**src/design/ssq_pkg.sv**
```systemverilog
package ssq_pkg;

  // parameter store
  localparam int          NUM_PARAMS     = 85;
  localparam int          PARAM_W        = 16;
  localparam int          PNUM_W         = 7;
  localparam logic [6:0]  PN_MODE        = 7'h00;
  localparam logic [6:0]  PN_FUNC1       = 7'h01;
  localparam logic [6:0]  PN_SPEED1      = 7'h08;
  localparam logic [6:0]  PN_SPEED2      = 7'h09;
  localparam logic [6:0]  PN_SPEED3      = 7'h0a;
  localparam logic [6:0]  PN_ACCEL       = 7'h0b;
  localparam logic [6:0]  PN_DECEL       = 7'h0c;
  localparam logic [6:0]  PN_SCURVE      = 7'h0d;
  localparam logic [6:0]  PN_PROTECT     = 7'h13;
  localparam logic [6:0]  PN_EXP1_FIRST  = 7'h14;
  localparam logic [6:0]  PN_EXP2_FIRST  = 7'h32;
  localparam logic [6:0]  PN_LAST        = 7'h54;

  // reset values
  localparam logic [15:0] RV_MODE        = 16'h0002;
  localparam logic [15:0] RV_FUNC1       = 16'h0002;
  localparam logic [15:0] RV_SPEED1      = 16'h0064;
  localparam logic [15:0] RV_SPEED2      = 16'h01f4;
  localparam logic [15:0] RV_SPEED3      = 16'h03e8;
  localparam logic [15:0] RV_PROTECT     = 16'h0000;
  localparam logic [15:0] RV_OTHER       = 16'h0000;

  // field layouts
  localparam logic [3:0]  MODE_SPEED     = 4'h2;
  localparam int          FUNC1_BRAKE_BIT = 4;
  localparam int          CTRL_ALARM_RST_BIT = 0;
  localparam int          STATE_DIR_BIT  = 3;
  localparam int          STATE_HALT_BIT = 4;
  localparam int          STATE_SPEED_LSB = 15;

  // protection settings
  localparam logic [15:0] PROT_FACTORY   = 16'h0000;
  localparam logic [15:0] PROT_ONLY19    = 16'h000a;
  localparam logic [15:0] PROT_RD1       = 16'h000b;
  localparam logic [15:0] PROT_RW1       = 16'h000c;
  localparam logic [15:0] PROT_RWALL     = 16'h000e;
  localparam logic [15:0] PROT_LK_RD1    = 16'h100b;
  localparam logic [15:0] PROT_LK_RW1    = 16'h100c;
  localparam logic [15:0] PROT_LK_ALL    = 16'h100e;

  // apb map
  localparam int          ADDR_W         = 12;
  localparam logic [11:0] OFF_STATUS     = 12'h200;
  localparam logic [11:0] OFF_MASK       = 12'h204;
  localparam logic [11:0] OFF_STATE      = 12'h208;
  localparam logic [11:0] OFF_CTRL       = 12'h20c;

  // interrupt bits
  localparam int          IRQ_W          = 5;
  localparam int          IRQ_HALT       = 0;
  localparam int          IRQ_ALARM      = 1;
  localparam int          IRQ_LIMIT      = 2;
  localparam int          IRQ_REJECT     = 3;
  localparam int          IRQ_STANDSTILL = 4;

  // alarm codes
  localparam logic [7:0]  HALT_ALARM_CODE = 8'he6;
  localparam logic [7:0]  EXT_ALARM_CODE  = 8'h01;
  localparam logic [7:0]  NO_ALARM_CODE   = 8'h00;

  // timing
  localparam int          CLOCK_HZ       = 10_000_000;
  localparam int          TICK_US        = 1;
  localparam int          TICK_CYCLES    = CLOCK_HZ / 1_000_000 * TICK_US;
  localparam int          US_PER_MS      = 1000;
  localparam int          RATED_RPM      = 3000;

  typedef enum logic [2:0] {
    ST_COAST, ST_BRAKE, ST_LOCK, ST_RUN, ST_RAMP, ST_LIMIT
  } ssq_state_t;

  typedef struct packed {
    logic drive_engage;
    logic halt_input;
    logic forward_travel_limit;
    logic reverse_travel_limit;
    logic forward_run;
    logic reverse_run;
    logic speed_select_a;
    logic speed_select_b;
  } ssq_inputs_t;

  typedef struct packed {
    logic [15:0] accel_ms;
    logic [15:0] decel_ms;
    logic        sudden;
  } ssq_ramp_cfg_t;

endpackage

```
**src/design/ssq_access_guard.sv**
```systemverilog
module ssq_access_guard
  import ssq_pkg::*;
(
  // protection level and parameter number
  input  wire logic [15:0] level,
  input  wire logic [6:0]  pnum,
  // permissions
  output logic             rd_ok,
  output logic             wr_ok
);

  logic in_basic;
  logic in_exp1;
  logic in_exp2;
  logic is_19;

  always_comb begin
    in_basic = pnum < PN_EXP1_FIRST;
    in_exp1  = (pnum >= PN_EXP1_FIRST) && (pnum < PN_EXP2_FIRST);
    in_exp2  = (pnum >= PN_EXP2_FIRST) && (pnum <= PN_LAST);
    is_19    = pnum == PN_PROTECT;
    // unknown settings fall back to the factory behaviour
    rd_ok    = in_basic;
    wr_ok    = in_basic;
    unique case (level)
      PROT_ONLY19: begin
        rd_ok = is_19;
        wr_ok = is_19;
      end
      PROT_RD1: begin
        rd_ok = in_basic | in_exp1;
        wr_ok = in_basic;
      end
      PROT_RW1: begin
        rd_ok = in_basic | in_exp1;
        wr_ok = in_basic | in_exp1;
      end
      PROT_RWALL: begin
        rd_ok = in_basic | in_exp1 | in_exp2;
        wr_ok = in_basic | in_exp1 | in_exp2;
      end
      PROT_LK_RD1, PROT_LK_RW1: begin
        rd_ok = in_basic | in_exp1;
        wr_ok = is_19;
      end
      PROT_LK_ALL: begin
        rd_ok = in_basic | in_exp1 | in_exp2;
        wr_ok = is_19;
      end
      default: begin
      end
    endcase
  end

endmodule // ssq_access_guard

```
**src/design/ssq_speed_ramp.sv**
```systemverilog
module ssq_speed_ramp
  import ssq_pkg::*;
#(
  parameter int RATED = RATED_RPM,
  parameter int TICKS = TICK_CYCLES
) (
  // clock and reset
  input  wire logic                clk,
  input  wire logic                rst_n,
  // command
  input  wire logic signed [16:0]  target,
  input  wire ssq_ramp_cfg_t       cfg,
  // output speed
  output logic signed [16:0]       speed_q,
  output logic                     at_target
);

  logic [15:0] tick_cnt_q;
  logic        tick;
  logic [31:0] acc_q;
  logic [15:0] time_ms;
  logic [31:0] thr;
  logic        decel;
  logic        step;

  function automatic logic [16:0] mag(input logic signed [16:0] v);
    mag = v[16] ? 17'(-v) : 17'(v);
  endfunction

  always_ff @(posedge clk or negedge rst_n) begin
    if (!rst_n) begin
      tick_cnt_q <= 16'h0000;
    end else if (tick) begin
      tick_cnt_q <= 16'h0000;
    end else begin
      tick_cnt_q <= tick_cnt_q + 16'h0001;
    end
  end

  assign tick      = tick_cnt_q == 16'(TICKS - 1);
  assign at_target = speed_q == target;

  always_comb begin
    decel   = (mag(target) < mag(speed_q)) || ((target[16] != speed_q[16]) && (speed_q != 0));
    // a sudden stop is a ramp with zero time
    time_ms = cfg.sudden ? 16'h0000 : (decel ? cfg.decel_ms : cfg.accel_ms);
    thr     = 32'(time_ms) * 32'(US_PER_MS);
    step    = (thr != 32'h0) && (acc_q >= thr);
  end

  // one unit of speed per threshold crossing; time counts from zero to rated speed
  always_ff @(posedge clk or negedge rst_n) begin
    if (!rst_n) begin
      acc_q <= 32'h0;
    end else if (at_target || (thr == 32'h0)) begin
      acc_q <= 32'h0;
    end else begin
      acc_q <= acc_q + (tick ? 32'(RATED) : 32'h0) - (step ? thr : 32'h0);
    end
  end

  always_ff @(posedge clk or negedge rst_n) begin
    if (!rst_n) begin
      speed_q <= 17'sh0;
    end else if (at_target) begin
      speed_q <= speed_q;
    end else if (thr == 32'h0) begin
      speed_q <= target;
    end else if (step) begin
      speed_q <= (target > speed_q) ? speed_q + 17'sh1 : speed_q - 17'sh1;
    end
  end

endmodule // ssq_speed_ramp

```
**src/design/ssq_top.sv**
```systemverilog
// Contract
// power first, then engage; engaged drive is ready and holds the motor locked
// two speed select inputs choose which internal speed setpoint applies
// forward run alone turns CCW, reverse run alone turns CW
// setpoints in parameters 8-10, ramp times in parameters 11-13; the ramp reads only 11 and 12, and 13 is never used
// engage off shuts the power stage and lets the motor coast
// any alarm shuts the power stage and applies the dynamic brake
// halt off shuts power stage, dynamic brake, raises the halt alarm code
// travel limit off stops suddenly with lock; opposite direction still allowed
// both run inputs on or both off ramp down with deceleration time
// a sudden stop is a deceleration with zero time
// control mode and function selection 1 apply after a power cycle
// protection level applies after a power cycle
// parameters split into basic 0-19, group one 20-49, group two 50-84
// factory protection allows basic group only
// protection codes 000A, 000B, 000C, 000E decode as given
// codes 100B/100C/100E read like 000x but write parameter 19 only
// alarm and halt braking outrank limit stops and ramped stops
// a blocked parameter write is refused and leaves the value unchanged
module ssq_top
  import ssq_pkg::*;
#(
  parameter int RATED = RATED_RPM
) (
  // clock and reset
  input  wire logic               CLOCK,
  input  wire logic               RST_N,
  // apb slave
  input  wire logic               PSEL,
  input  wire logic               PENABLE,
  input  wire logic               PWRITE,
  input  wire logic [11:0]        PADDR,
  input  wire logic [31:0]        PWDATA,
  output logic      [31:0]        PRDATA,
  output logic                    PREADY,
  output logic                    PSLVERR,
  // supply and alarm
  input  wire logic               POWER_GOOD,
  input  wire logic               ALARM_IN,
  // host discrete inputs
  input  wire logic               DRIVE_ENGAGE,
  input  wire logic               HALT_INPUT,
  input  wire logic               FORWARD_TRAVEL_LIMIT,
  input  wire logic               REVERSE_TRAVEL_LIMIT,
  input  wire logic               FORWARD_RUN,
  input  wire logic               REVERSE_RUN,
  input  wire logic               SPEED_SELECT_A,
  input  wire logic               SPEED_SELECT_B,
  // power stage and motion
  output logic                    BASE_ENABLE,
  output logic                    DYN_BRAKE,
  output logic                    SERVO_LOCK,
  output logic signed [16:0]      SPEED_CMD,
  output logic                    DIR_CCW,
  output logic                    BRAKE_INTERLOCK_OUT,
  output logic      [7:0]         HALT_ALARM_CODE_OUT,
  output logic      [2:0]         RUN_STATE,
  // interrupt
  output logic                    IRQ
);

  logic [15:0]        param_q [NUM_PARAMS];
  logic [15:0]        act_mode_q;
  logic [15:0]        act_func1_q;
  logic [15:0]        act_prot_q;
  logic               pg_q;
  logic               power_rise;

  ssq_inputs_t        din;
  logic               engage_ok;
  logic               speed_mode;
  logic               halt_alarm_q;
  logic               ext_alarm_q;
  logic               alarm_any;
  logic               run_active;
  logic [15:0]        setpoint;
  logic               fwd_only;
  logic               rev_only;
  logic               limit_stop;
  logic signed [16:0] target;
  ssq_ramp_cfg_t      ramp_cfg;
  logic signed [16:0] speed;
  logic               at_target;
  ssq_state_t         state_d;
  ssq_state_t         state_q;

  logic               apb_setup;
  logic               apb_access;
  logic [6:0]         pnum;
  logic               is_param;
  logic               rd_ok;
  logic               wr_ok;
  logic [31:0]        rdata_q;
  logic               err_q;
  logic               status_rd_q;
  logic [IRQ_W-1:0]   status_q;
  logic [IRQ_W-1:0]   mask_q;
  logic [IRQ_W-1:0]   events;
  logic               alarm_reset;
  logic               reject;

  function automatic logic [15:0] param_default(input logic [6:0] n);
    unique case (n)
      PN_MODE:    param_default = RV_MODE;
      PN_FUNC1:   param_default = RV_FUNC1;
      PN_SPEED1:  param_default = RV_SPEED1;
      PN_SPEED2:  param_default = RV_SPEED2;
      PN_SPEED3:  param_default = RV_SPEED3;
      PN_PROTECT: param_default = RV_PROTECT;
      default:    param_default = RV_OTHER;
    endcase
  endfunction

  function automatic logic param_hit(input logic [11:0] a);
    param_hit = (a[11:9] == 3'h0) && (a[1:0] == 2'h0) && (a[8:2] <= PN_LAST);
  endfunction

  // ---------------- apb decode
  assign apb_setup  = PSEL && !PENABLE;
  assign apb_access = PSEL && PENABLE;
  assign pnum       = PADDR[8:2];
  assign is_param   = param_hit(PADDR);
  assign PREADY     = 1'b1;
  assign PRDATA     = rdata_q;
  assign PSLVERR    = apb_access && err_q;
  assign alarm_reset = apb_access && PWRITE && !err_q && (PADDR == OFF_CTRL)
                       && PWDATA[CTRL_ALARM_RST_BIT];

  // access rights follow the level latched at the last power-up
  ssq_access_guard u_guard (
    .level (act_prot_q),
    .pnum  (pnum),
    .rd_ok (rd_ok),
    .wr_ok (wr_ok)
  );

  // read data and error are prepared in the setup cycle so both come from flops
  always_ff @(posedge CLOCK or negedge RST_N) begin
    if (!RST_N) begin
      rdata_q     <= 32'h0;
      err_q       <= 1'b0;
      status_rd_q <= 1'b0;
    end else if (apb_setup) begin
      rdata_q     <= 32'h0;
      status_rd_q <= 1'b0;
      if (is_param) begin
        err_q <= PWRITE ? !wr_ok : !rd_ok;
        if (!PWRITE && rd_ok) begin
          rdata_q <= {16'h0000, param_q[pnum]};
        end
      end else begin
        err_q <= !((PADDR == OFF_STATUS) || (PADDR == OFF_MASK)
                   || (PADDR == OFF_STATE) || (PADDR == OFF_CTRL));
        if (!PWRITE) begin
          unique case (PADDR)
            OFF_STATUS: begin
              rdata_q     <= 32'(status_q);
              status_rd_q <= 1'b1;
            end
            OFF_MASK:  rdata_q <= 32'(mask_q);
            OFF_STATE: rdata_q <= {speed, 10'h000, halt_alarm_q, DIR_CCW, state_q};
            default:   rdata_q <= 32'h0;
          endcase
        end
      end
    end
  end

  assign reject = apb_access && is_param && err_q;

  // ---------------- parameter store
  always_ff @(posedge CLOCK or negedge RST_N) begin
    if (!RST_N) begin
      for (int i = 0; i < NUM_PARAMS; i++) begin
        param_q[i] <= param_default(7'(i));
      end
    end else if (apb_access && PWRITE && is_param && !err_q) begin
      param_q[pnum] <= PWDATA[15:0];
    end
  end

  always_ff @(posedge CLOCK or negedge RST_N) begin
    if (!RST_N) begin
      mask_q <= '0;
    end else if (apb_access && PWRITE && (PADDR == OFF_MASK)) begin
      mask_q <= PWDATA[IRQ_W-1:0];
    end
  end

  // ---------------- power-cycle latched settings
  // writes land in the store at once but steer nothing until power returns
  always_ff @(posedge CLOCK or negedge RST_N) begin
    if (!RST_N) begin
      pg_q <= 1'b0;
    end else begin
      pg_q <= POWER_GOOD;
    end
  end

  assign power_rise = POWER_GOOD && !pg_q;

  always_ff @(posedge CLOCK or negedge RST_N) begin
    if (!RST_N) begin
      act_mode_q  <= RV_MODE;
      act_func1_q <= RV_FUNC1;
      act_prot_q  <= RV_PROTECT;
    end else if (power_rise) begin
      act_mode_q  <= param_q[PN_MODE];
      act_func1_q <= param_q[PN_FUNC1];
      act_prot_q  <= param_q[PN_PROTECT];
    end
  end

  // ---------------- alarms
  assign din = '{drive_engage:         DRIVE_ENGAGE,
                 halt_input:           HALT_INPUT,
                 forward_travel_limit: FORWARD_TRAVEL_LIMIT,
                 reverse_travel_limit: REVERSE_TRAVEL_LIMIT,
                 forward_run:          FORWARD_RUN,
                 reverse_run:          REVERSE_RUN,
                 speed_select_a:       SPEED_SELECT_A,
                 speed_select_b:       SPEED_SELECT_B};

  // the halt alarm stays latched until halt is back on and software resets it
  always_ff @(posedge CLOCK or negedge RST_N) begin
    if (!RST_N) begin
      halt_alarm_q <= 1'b0;
    end else if (!din.halt_input) begin
      halt_alarm_q <= 1'b1;
    end else if (alarm_reset) begin
      halt_alarm_q <= 1'b0;
    end
  end

  always_ff @(posedge CLOCK or negedge RST_N) begin
    if (!RST_N) begin
      ext_alarm_q <= 1'b0;
    end else begin
      ext_alarm_q <= ALARM_IN;
    end
  end

  assign alarm_any  = halt_alarm_q || ALARM_IN;
  assign engage_ok  = POWER_GOOD && din.drive_engage;
  assign speed_mode = act_mode_q[3:0] == MODE_SPEED;
  assign run_active = engage_ok && !alarm_any && speed_mode;

  // ---------------- speed command
  always_comb begin
    unique case ({din.speed_select_b, din.speed_select_a})
      2'b01:   setpoint = param_q[PN_SPEED1];
      2'b10:   setpoint = param_q[PN_SPEED2];
      2'b11:   setpoint = param_q[PN_SPEED3];
      default: setpoint = 16'h0000;
    endcase
  end

  assign fwd_only = din.forward_run && !din.reverse_run;
  assign rev_only = din.reverse_run && !din.forward_run;

  // a limit stops motion into it only; the opposite way stays open
  assign limit_stop = (fwd_only && !din.forward_travel_limit)
                   || (rev_only && !din.reverse_travel_limit)
                   || ((speed > 17'sh0) && !din.forward_travel_limit)
                   || ((speed < 17'sh0) && !din.reverse_travel_limit);

  always_comb begin
    ramp_cfg.accel_ms = param_q[PN_ACCEL];
    ramp_cfg.decel_ms = param_q[PN_DECEL];
    ramp_cfg.sudden   = 1'b0;
    target            = 17'sh0;
    if (!run_active) begin
      ramp_cfg.sudden = 1'b1;
    end else if (limit_stop) begin
      ramp_cfg.sudden = 1'b1;
    end else if (fwd_only) begin
      target = $signed({1'b0, setpoint});
    end else if (rev_only) begin
      target = -$signed({1'b0, setpoint});
    end
    // both on or both off leaves target zero on the decel ramp     R9
  end

  ssq_speed_ramp #(
    .RATED (RATED),
    .TICKS (TICK_CYCLES)
  ) u_ramp (
    .clk       (CLOCK),
    .rst_n     (RST_N),
    .target    (target),
    .cfg       (ramp_cfg),
    .speed_q   (speed),
    .at_target (at_target)
  );

  // ---------------- stop pattern selection
  always_comb begin
    if (alarm_any) begin
      state_d = ST_BRAKE;
    end else if (!engage_ok) begin
      state_d = ST_COAST;
    end else if (limit_stop && (target == 17'sh0)) begin
      state_d = ST_LIMIT;
    end else if (at_target && (target == 17'sh0)) begin
      state_d = ST_LOCK;
    end else if (target == 17'sh0) begin
      state_d = ST_RAMP;
    end else begin
      state_d = ST_RUN;
    end
  end

  always_ff @(posedge CLOCK or negedge RST_N) begin
    if (!RST_N) begin
      state_q <= ST_COAST;
    end else begin
      state_q <= state_d;
    end
  end

  always_ff @(posedge CLOCK or negedge RST_N) begin
    if (!RST_N) begin
      BASE_ENABLE         <= 1'b0;
      DYN_BRAKE           <= 1'b0;
      SERVO_LOCK          <= 1'b0;
      DIR_CCW             <= 1'b0;
      BRAKE_INTERLOCK_OUT <= 1'b0;
      HALT_ALARM_CODE_OUT <= NO_ALARM_CODE;
    end else begin
      BASE_ENABLE         <= run_active;
      DYN_BRAKE           <= alarm_any;
      SERVO_LOCK          <= (state_d == ST_LOCK) || (state_d == ST_LIMIT);
      DIR_CCW             <= target > 17'sh0;
      BRAKE_INTERLOCK_OUT <= act_func1_q[FUNC1_BRAKE_BIT] && run_active;
      HALT_ALARM_CODE_OUT <= halt_alarm_q ? HALT_ALARM_CODE :
                             (ALARM_IN ? EXT_ALARM_CODE : NO_ALARM_CODE);
    end
  end

  assign SPEED_CMD = speed;
  assign RUN_STATE = state_q;

  // ---------------- interrupts
  always_comb begin
    events                 = '0;
    events[IRQ_HALT]       = !din.halt_input && !halt_alarm_q;
    events[IRQ_ALARM]      = ALARM_IN && !ext_alarm_q;
    events[IRQ_LIMIT]      = (state_d == ST_LIMIT) && (state_q != ST_LIMIT);
    events[IRQ_REJECT]     = reject;
    events[IRQ_STANDSTILL] = (state_d == ST_LOCK) && (state_q != ST_LOCK);
  end

  // only bits that were returned are cleared, and a new event wins
  always_ff @(posedge CLOCK or negedge RST_N) begin
    if (!RST_N) begin
      status_q <= '0;
    end else if (apb_access && !PWRITE && status_rd_q) begin
      status_q <= (status_q & ~rdata_q[IRQ_W-1:0]) | events;
    end else begin
      status_q <= status_q | events;
    end
  end

  assign IRQ = |(status_q & mask_q);

endmodule // ssq_top

```
**config.mk**
```make
export PLATFORM = sky130hd
export DESIGN_NAME = ssq_top
export DESIGN_NICKNAME = d
export VERILOG_FILES = /design/src/design/ssq_pkg.sv /design/src/design/ssq_access_guard.sv /design/src/design/ssq_speed_ramp.sv /design/src/design/ssq_top.sv
export SDC_FILE = /design/constraint.sdc
export NUM_CORES = 2
export LEC_CHECK = 0
export BUFFER_PORTS_ARGS = -buffer_cell sky130_fd_sc_hd__buf_2
export CAP_MARGIN = 10
export CORE_MARGIN = 4
export CORE_UTILIZATION = 64
export CTS_BUF_LIST = sky130_fd_sc_hd__clkbuf_4 sky130_fd_sc_hd__clkbuf_8 sky130_fd_sc_hd__clkbuf_16
export DETAILED_ROUTE_END_ITERATION = 10
export PLACE_DENSITY = 0.81
export SYNTH_ARGS = -nofsm -noshare
export SYNTH_HDL_FRONTEND = slang
export SYNTH_SLANG_ARGS = --single-unit
```
**constraint.sdc**
```tcl
create_clock -name CLOCK -period 20.5 [get_ports CLOCK]
set_input_delay 2.05 -clock CLOCK [delete_from_list [all_inputs] [get_ports CLOCK]]
set_output_delay 2.05 -clock CLOCK [all_outputs]
set_load 0.01 [all_outputs]
```
==> flow_summary.json <==
{
  "track_usage_pct": 30.7,
  "drive_above_1_share_pct": 42.8,
  "slew_viol_final": 0,
  "intPower_mw": 4.74,
  "grt_pass1_vias": 50100,
  "syn_avg_cell_area_sq_um": 14.0,
  "combPwrFrac_pct": 6.8,
  "final_nets": 5732,
  "sw_frac_of_total_pct": 23.8,
  "pwr-share-clk_pct": 45.5,
  "dpl.cell_count": 6883,
  "cts_buffers": 151,
  "rows": 126,
  "gp_congestion": 0.902,
  "status": "finished clean",
  "cts_sinks": 1501,
  "synth_cell_types": 88,
  "antenna_found_initial": 8,
  "power.density_nw_per_um2": 74.3,
  "dieHeight_um": 354,
  "cp.arrival_ns": 18.17,
  "postRouteAntennaNets": 0,
  "power_switching_mw": 1.48,
  "wl_um": 189000,
  "synthFlopType": "dfrtp_1",
  "fp.dieW_um": 354,
  "reg2reg_depth": 57,
  "setup_viol": 0,
  "seq_area_frac_synth_pct": 49.0,
  "wl_per_cell_um": 26.4,
  "vdd_ir_drop_max_mv": 0.0809,
  "hp-class": "flop to flop",
  "critPathMaxStageDelay_ns": 0.73,
  "fin_crit_ns": 17.57,
  "final_cell_mix": "1483 x dfrtp_1, 1405 x mux2_2, 429 x mux4_2, 224 x nand2_1, 221 x nor2_1",
  "instances_no_fill": 7161,
  "core_sq_um": 119000,
  "drt_iter0_drc": 4301,
  "critPathCaptureType": "flop",
  "p_seq_share_pct": 47.8,
  "clkTransAtPathRegs_ns": 0.06,
  "worst_slew_pin_slew_ns": 1.25,
  "route.detailed.drc": 0,
  "synth_edf_count": 0,
  "r2r-end": "u_ramp.acc_q[31]",
  "synth_cells": 5490,
  "grt_pass1_wl_um": 297000,
  "cts_tree": "yes",
  "clockBufferDepth": 3,
  "fmax_mhz": 56.9,
  "hold_viol_final": 0,
  "dr.pass1.iters": 8,
  "grt_max_degree": 186,
  "insertion_delay_ns": 0.78,
  "rrSetupSlack_ns": 3.85,
  "htreeDepth": 4,
  "ys_warn_count": 0,
  "routed_via_density": 6.64,
  "rsz0062_at_grt": "false",
  "final_common_cell": "dfrtp_1",
  "slowest_stage": "or4_1",
  "cts_repair_resize_count": 0,
  "hpwl_um": 117000,
  "slew-limit-headroom_pct": 16.7,
  "startpoint_type": "primary input",
  "synthArstFlopShare_pct": 100,
  "crit_path_start": "SPEED_SELECT_A",
  "cap_violations": 0,
  "postCtsSetupBuffers": 0,
  "crit_type": "primary input to flop",
  "overflow": 0,
  "min_period_over_period_pct": 85.7,
  "cts_hold_buf": 0,
  "die_area_sq_um": 125000,
  "numPortBuffers": 107,
  "top_level_ports": 127,
  "ys_seq_elements": 1501,
  "fin_setup_tns_ns": 0,
  "leakage_nw": 40.7,
  "areaGrowthSynthToFinish_pct": 9.17,
  "root_buffer": "clkbuf_16",
  "crit_end": "u_ramp.acc_q[31]",
  "fin_skew_ns": 0.0379,
  "start_util_pct": 64.7,
  "vias": 47500,
  "critPathMaxFanout": 28,
  "r2r-start": "u_ramp.speed_q[0]",
  "cp.required_ns": 21.10,
  "synthesis.area_sq_um": 76700
}
## flip-flops by register name, indices dropped and copies added, names as in the netlist, 2 cells and up
name / flops
HALT_ALARM_CODE_OUT: 2
PRDATA: 32
RUN_STATE: 3
act_mode_q: 4
act_prot_q: 16
mask_q: 5
param_q: 1360
status_q: 5
u_ramp.acc_q: 30
u_ramp.speed_q: 17
u_ramp.tick_cnt_q: 16
## how the worst min path moves through the flow
stage	from	to	cells past startpoint
after floorplan	ext_alarm_q	status_q[1]	1
after global placement	ext_alarm_q	status_q[1]	1
after detailed placement	PRDATA[21]	PRDATA[21]	2
after CTS	PRDATA[31]	PRDATA[31]	2
after global routing	ext_alarm_q	status_q[1]	1
final	PRDATA[18]	PRDATA[18]	2
## cell type report
class	count	area, sq um
antenna	5	12.5
clock buffer	220	4560
clock inverter	53	611
fill	7591	34800
inverter	146	548
multi-input combinational	3419	37000
sequential	1501	37600
tap	1600	2000
timing repair buffer	217	1440
## per-stage QoR
step / worst slack [ns] / cell area (sq um) / hold slack [ns] / utilization, % / total power, mW
final: 2.93 / 83700 / 0.459 / 70.6 / 6.22
after global routing: 1.75 / 83700 / 0.470 / 70.6 / 6.42
after CTS: 3.04 / 83700 / 0.463 / 70.6 / 6.26
after detailed placement: 2.35 / 78500 / 0.450 / 66.2 / 3.44
after global placement: 2.59 / 78500 / 0.413 / 66.2 / 3.44
after floorplan: 4.90 / 76700 / 0.400 / - / 3.29
## critical path: cells and delay by family
family	cells	cell delay [ns]
simple gates	14	4.67
xor+xnor	1	0.14
mux	1	0.24
fa+ha+maj	9	3.48
compound gates	25	6.40
buf+inv	6	1.07
## layer usage
layer	global-route usage, %	vias to the layer above	routed length (um)
met5	0	-	54
met4	11.9	8	7700
met1	41.9	25200	76700
li1	-	20100	-
met2	48.3	1734	89300
met3	7.52	424	15700
## power by group through the flow
stage / clock network, mW / logic, mW / registers, mW
after floorplan: 0 / 0.260 / 3.03
after global placement: 0 / 0.410 / 3.03
after detailed placement: 0 / 0.417 / 3.03
after CTS: 2.86 / 0.420 / 2.97
after global routing: 2.99 / 0.457 / 2.97
final: 2.83 / 0.420 / 2.97
## synthesized netlist by cell type (all sizes together) (14+ instances only)
cell type | n | share of area, %
o21ai | 89 | 0.58
nor2b | 24 | 0.21
mux4 | 429 | 13
nand4 | 19 | 0.15
mux2 | 1408 | 21
xor2 | 35 | 0.40
fa | 58 | 1.5
nor3 | 41 | 0.28
and3 | 19 | 0.15
inv | 146 | 0.71
xnor2 | 70 | 0.80
nand2b | 34 | 0.28
nor4 | 16 | 0.14
nor2 | 222 | 1.1
ha | 179 | 2.9
dfstp | 18 | 0.62
a22oi | 42 | 0.42
mux2i | 69 | 0.90
o2bb2ai | 14 | 0.16
nand3 | 71 | 0.46
or3 | 15 | 0.13
a31oi | 18 | 0.15
a21o | 29 | 0.28
dfrtp | 1483 | 48
buf | 76 | 0.43
a211oi | 19 | 0.19
a21oi | 79 | 0.52
and2 | 15 | 0.12
clkbuf | 349 | 1.7
nand2 | 224 | 1.1
## logic make-up (layout without fill, tap and decap cells)
family          after synthesis  count (layout)  synth area share [%]
simple gates                751             751                  4.64
mux                        1906            1906                  34.2
buf+inv                     571             636                  2.85
xor+xnor                    105             105                  1.20
flops                      1501            1501                  49.0
other cells                   2               8               0.00979
compound gates              417             417                  3.68
fa+ha+maj                   237             237                  4.43
No activity file was read; power rests on OpenSTA's default activity.
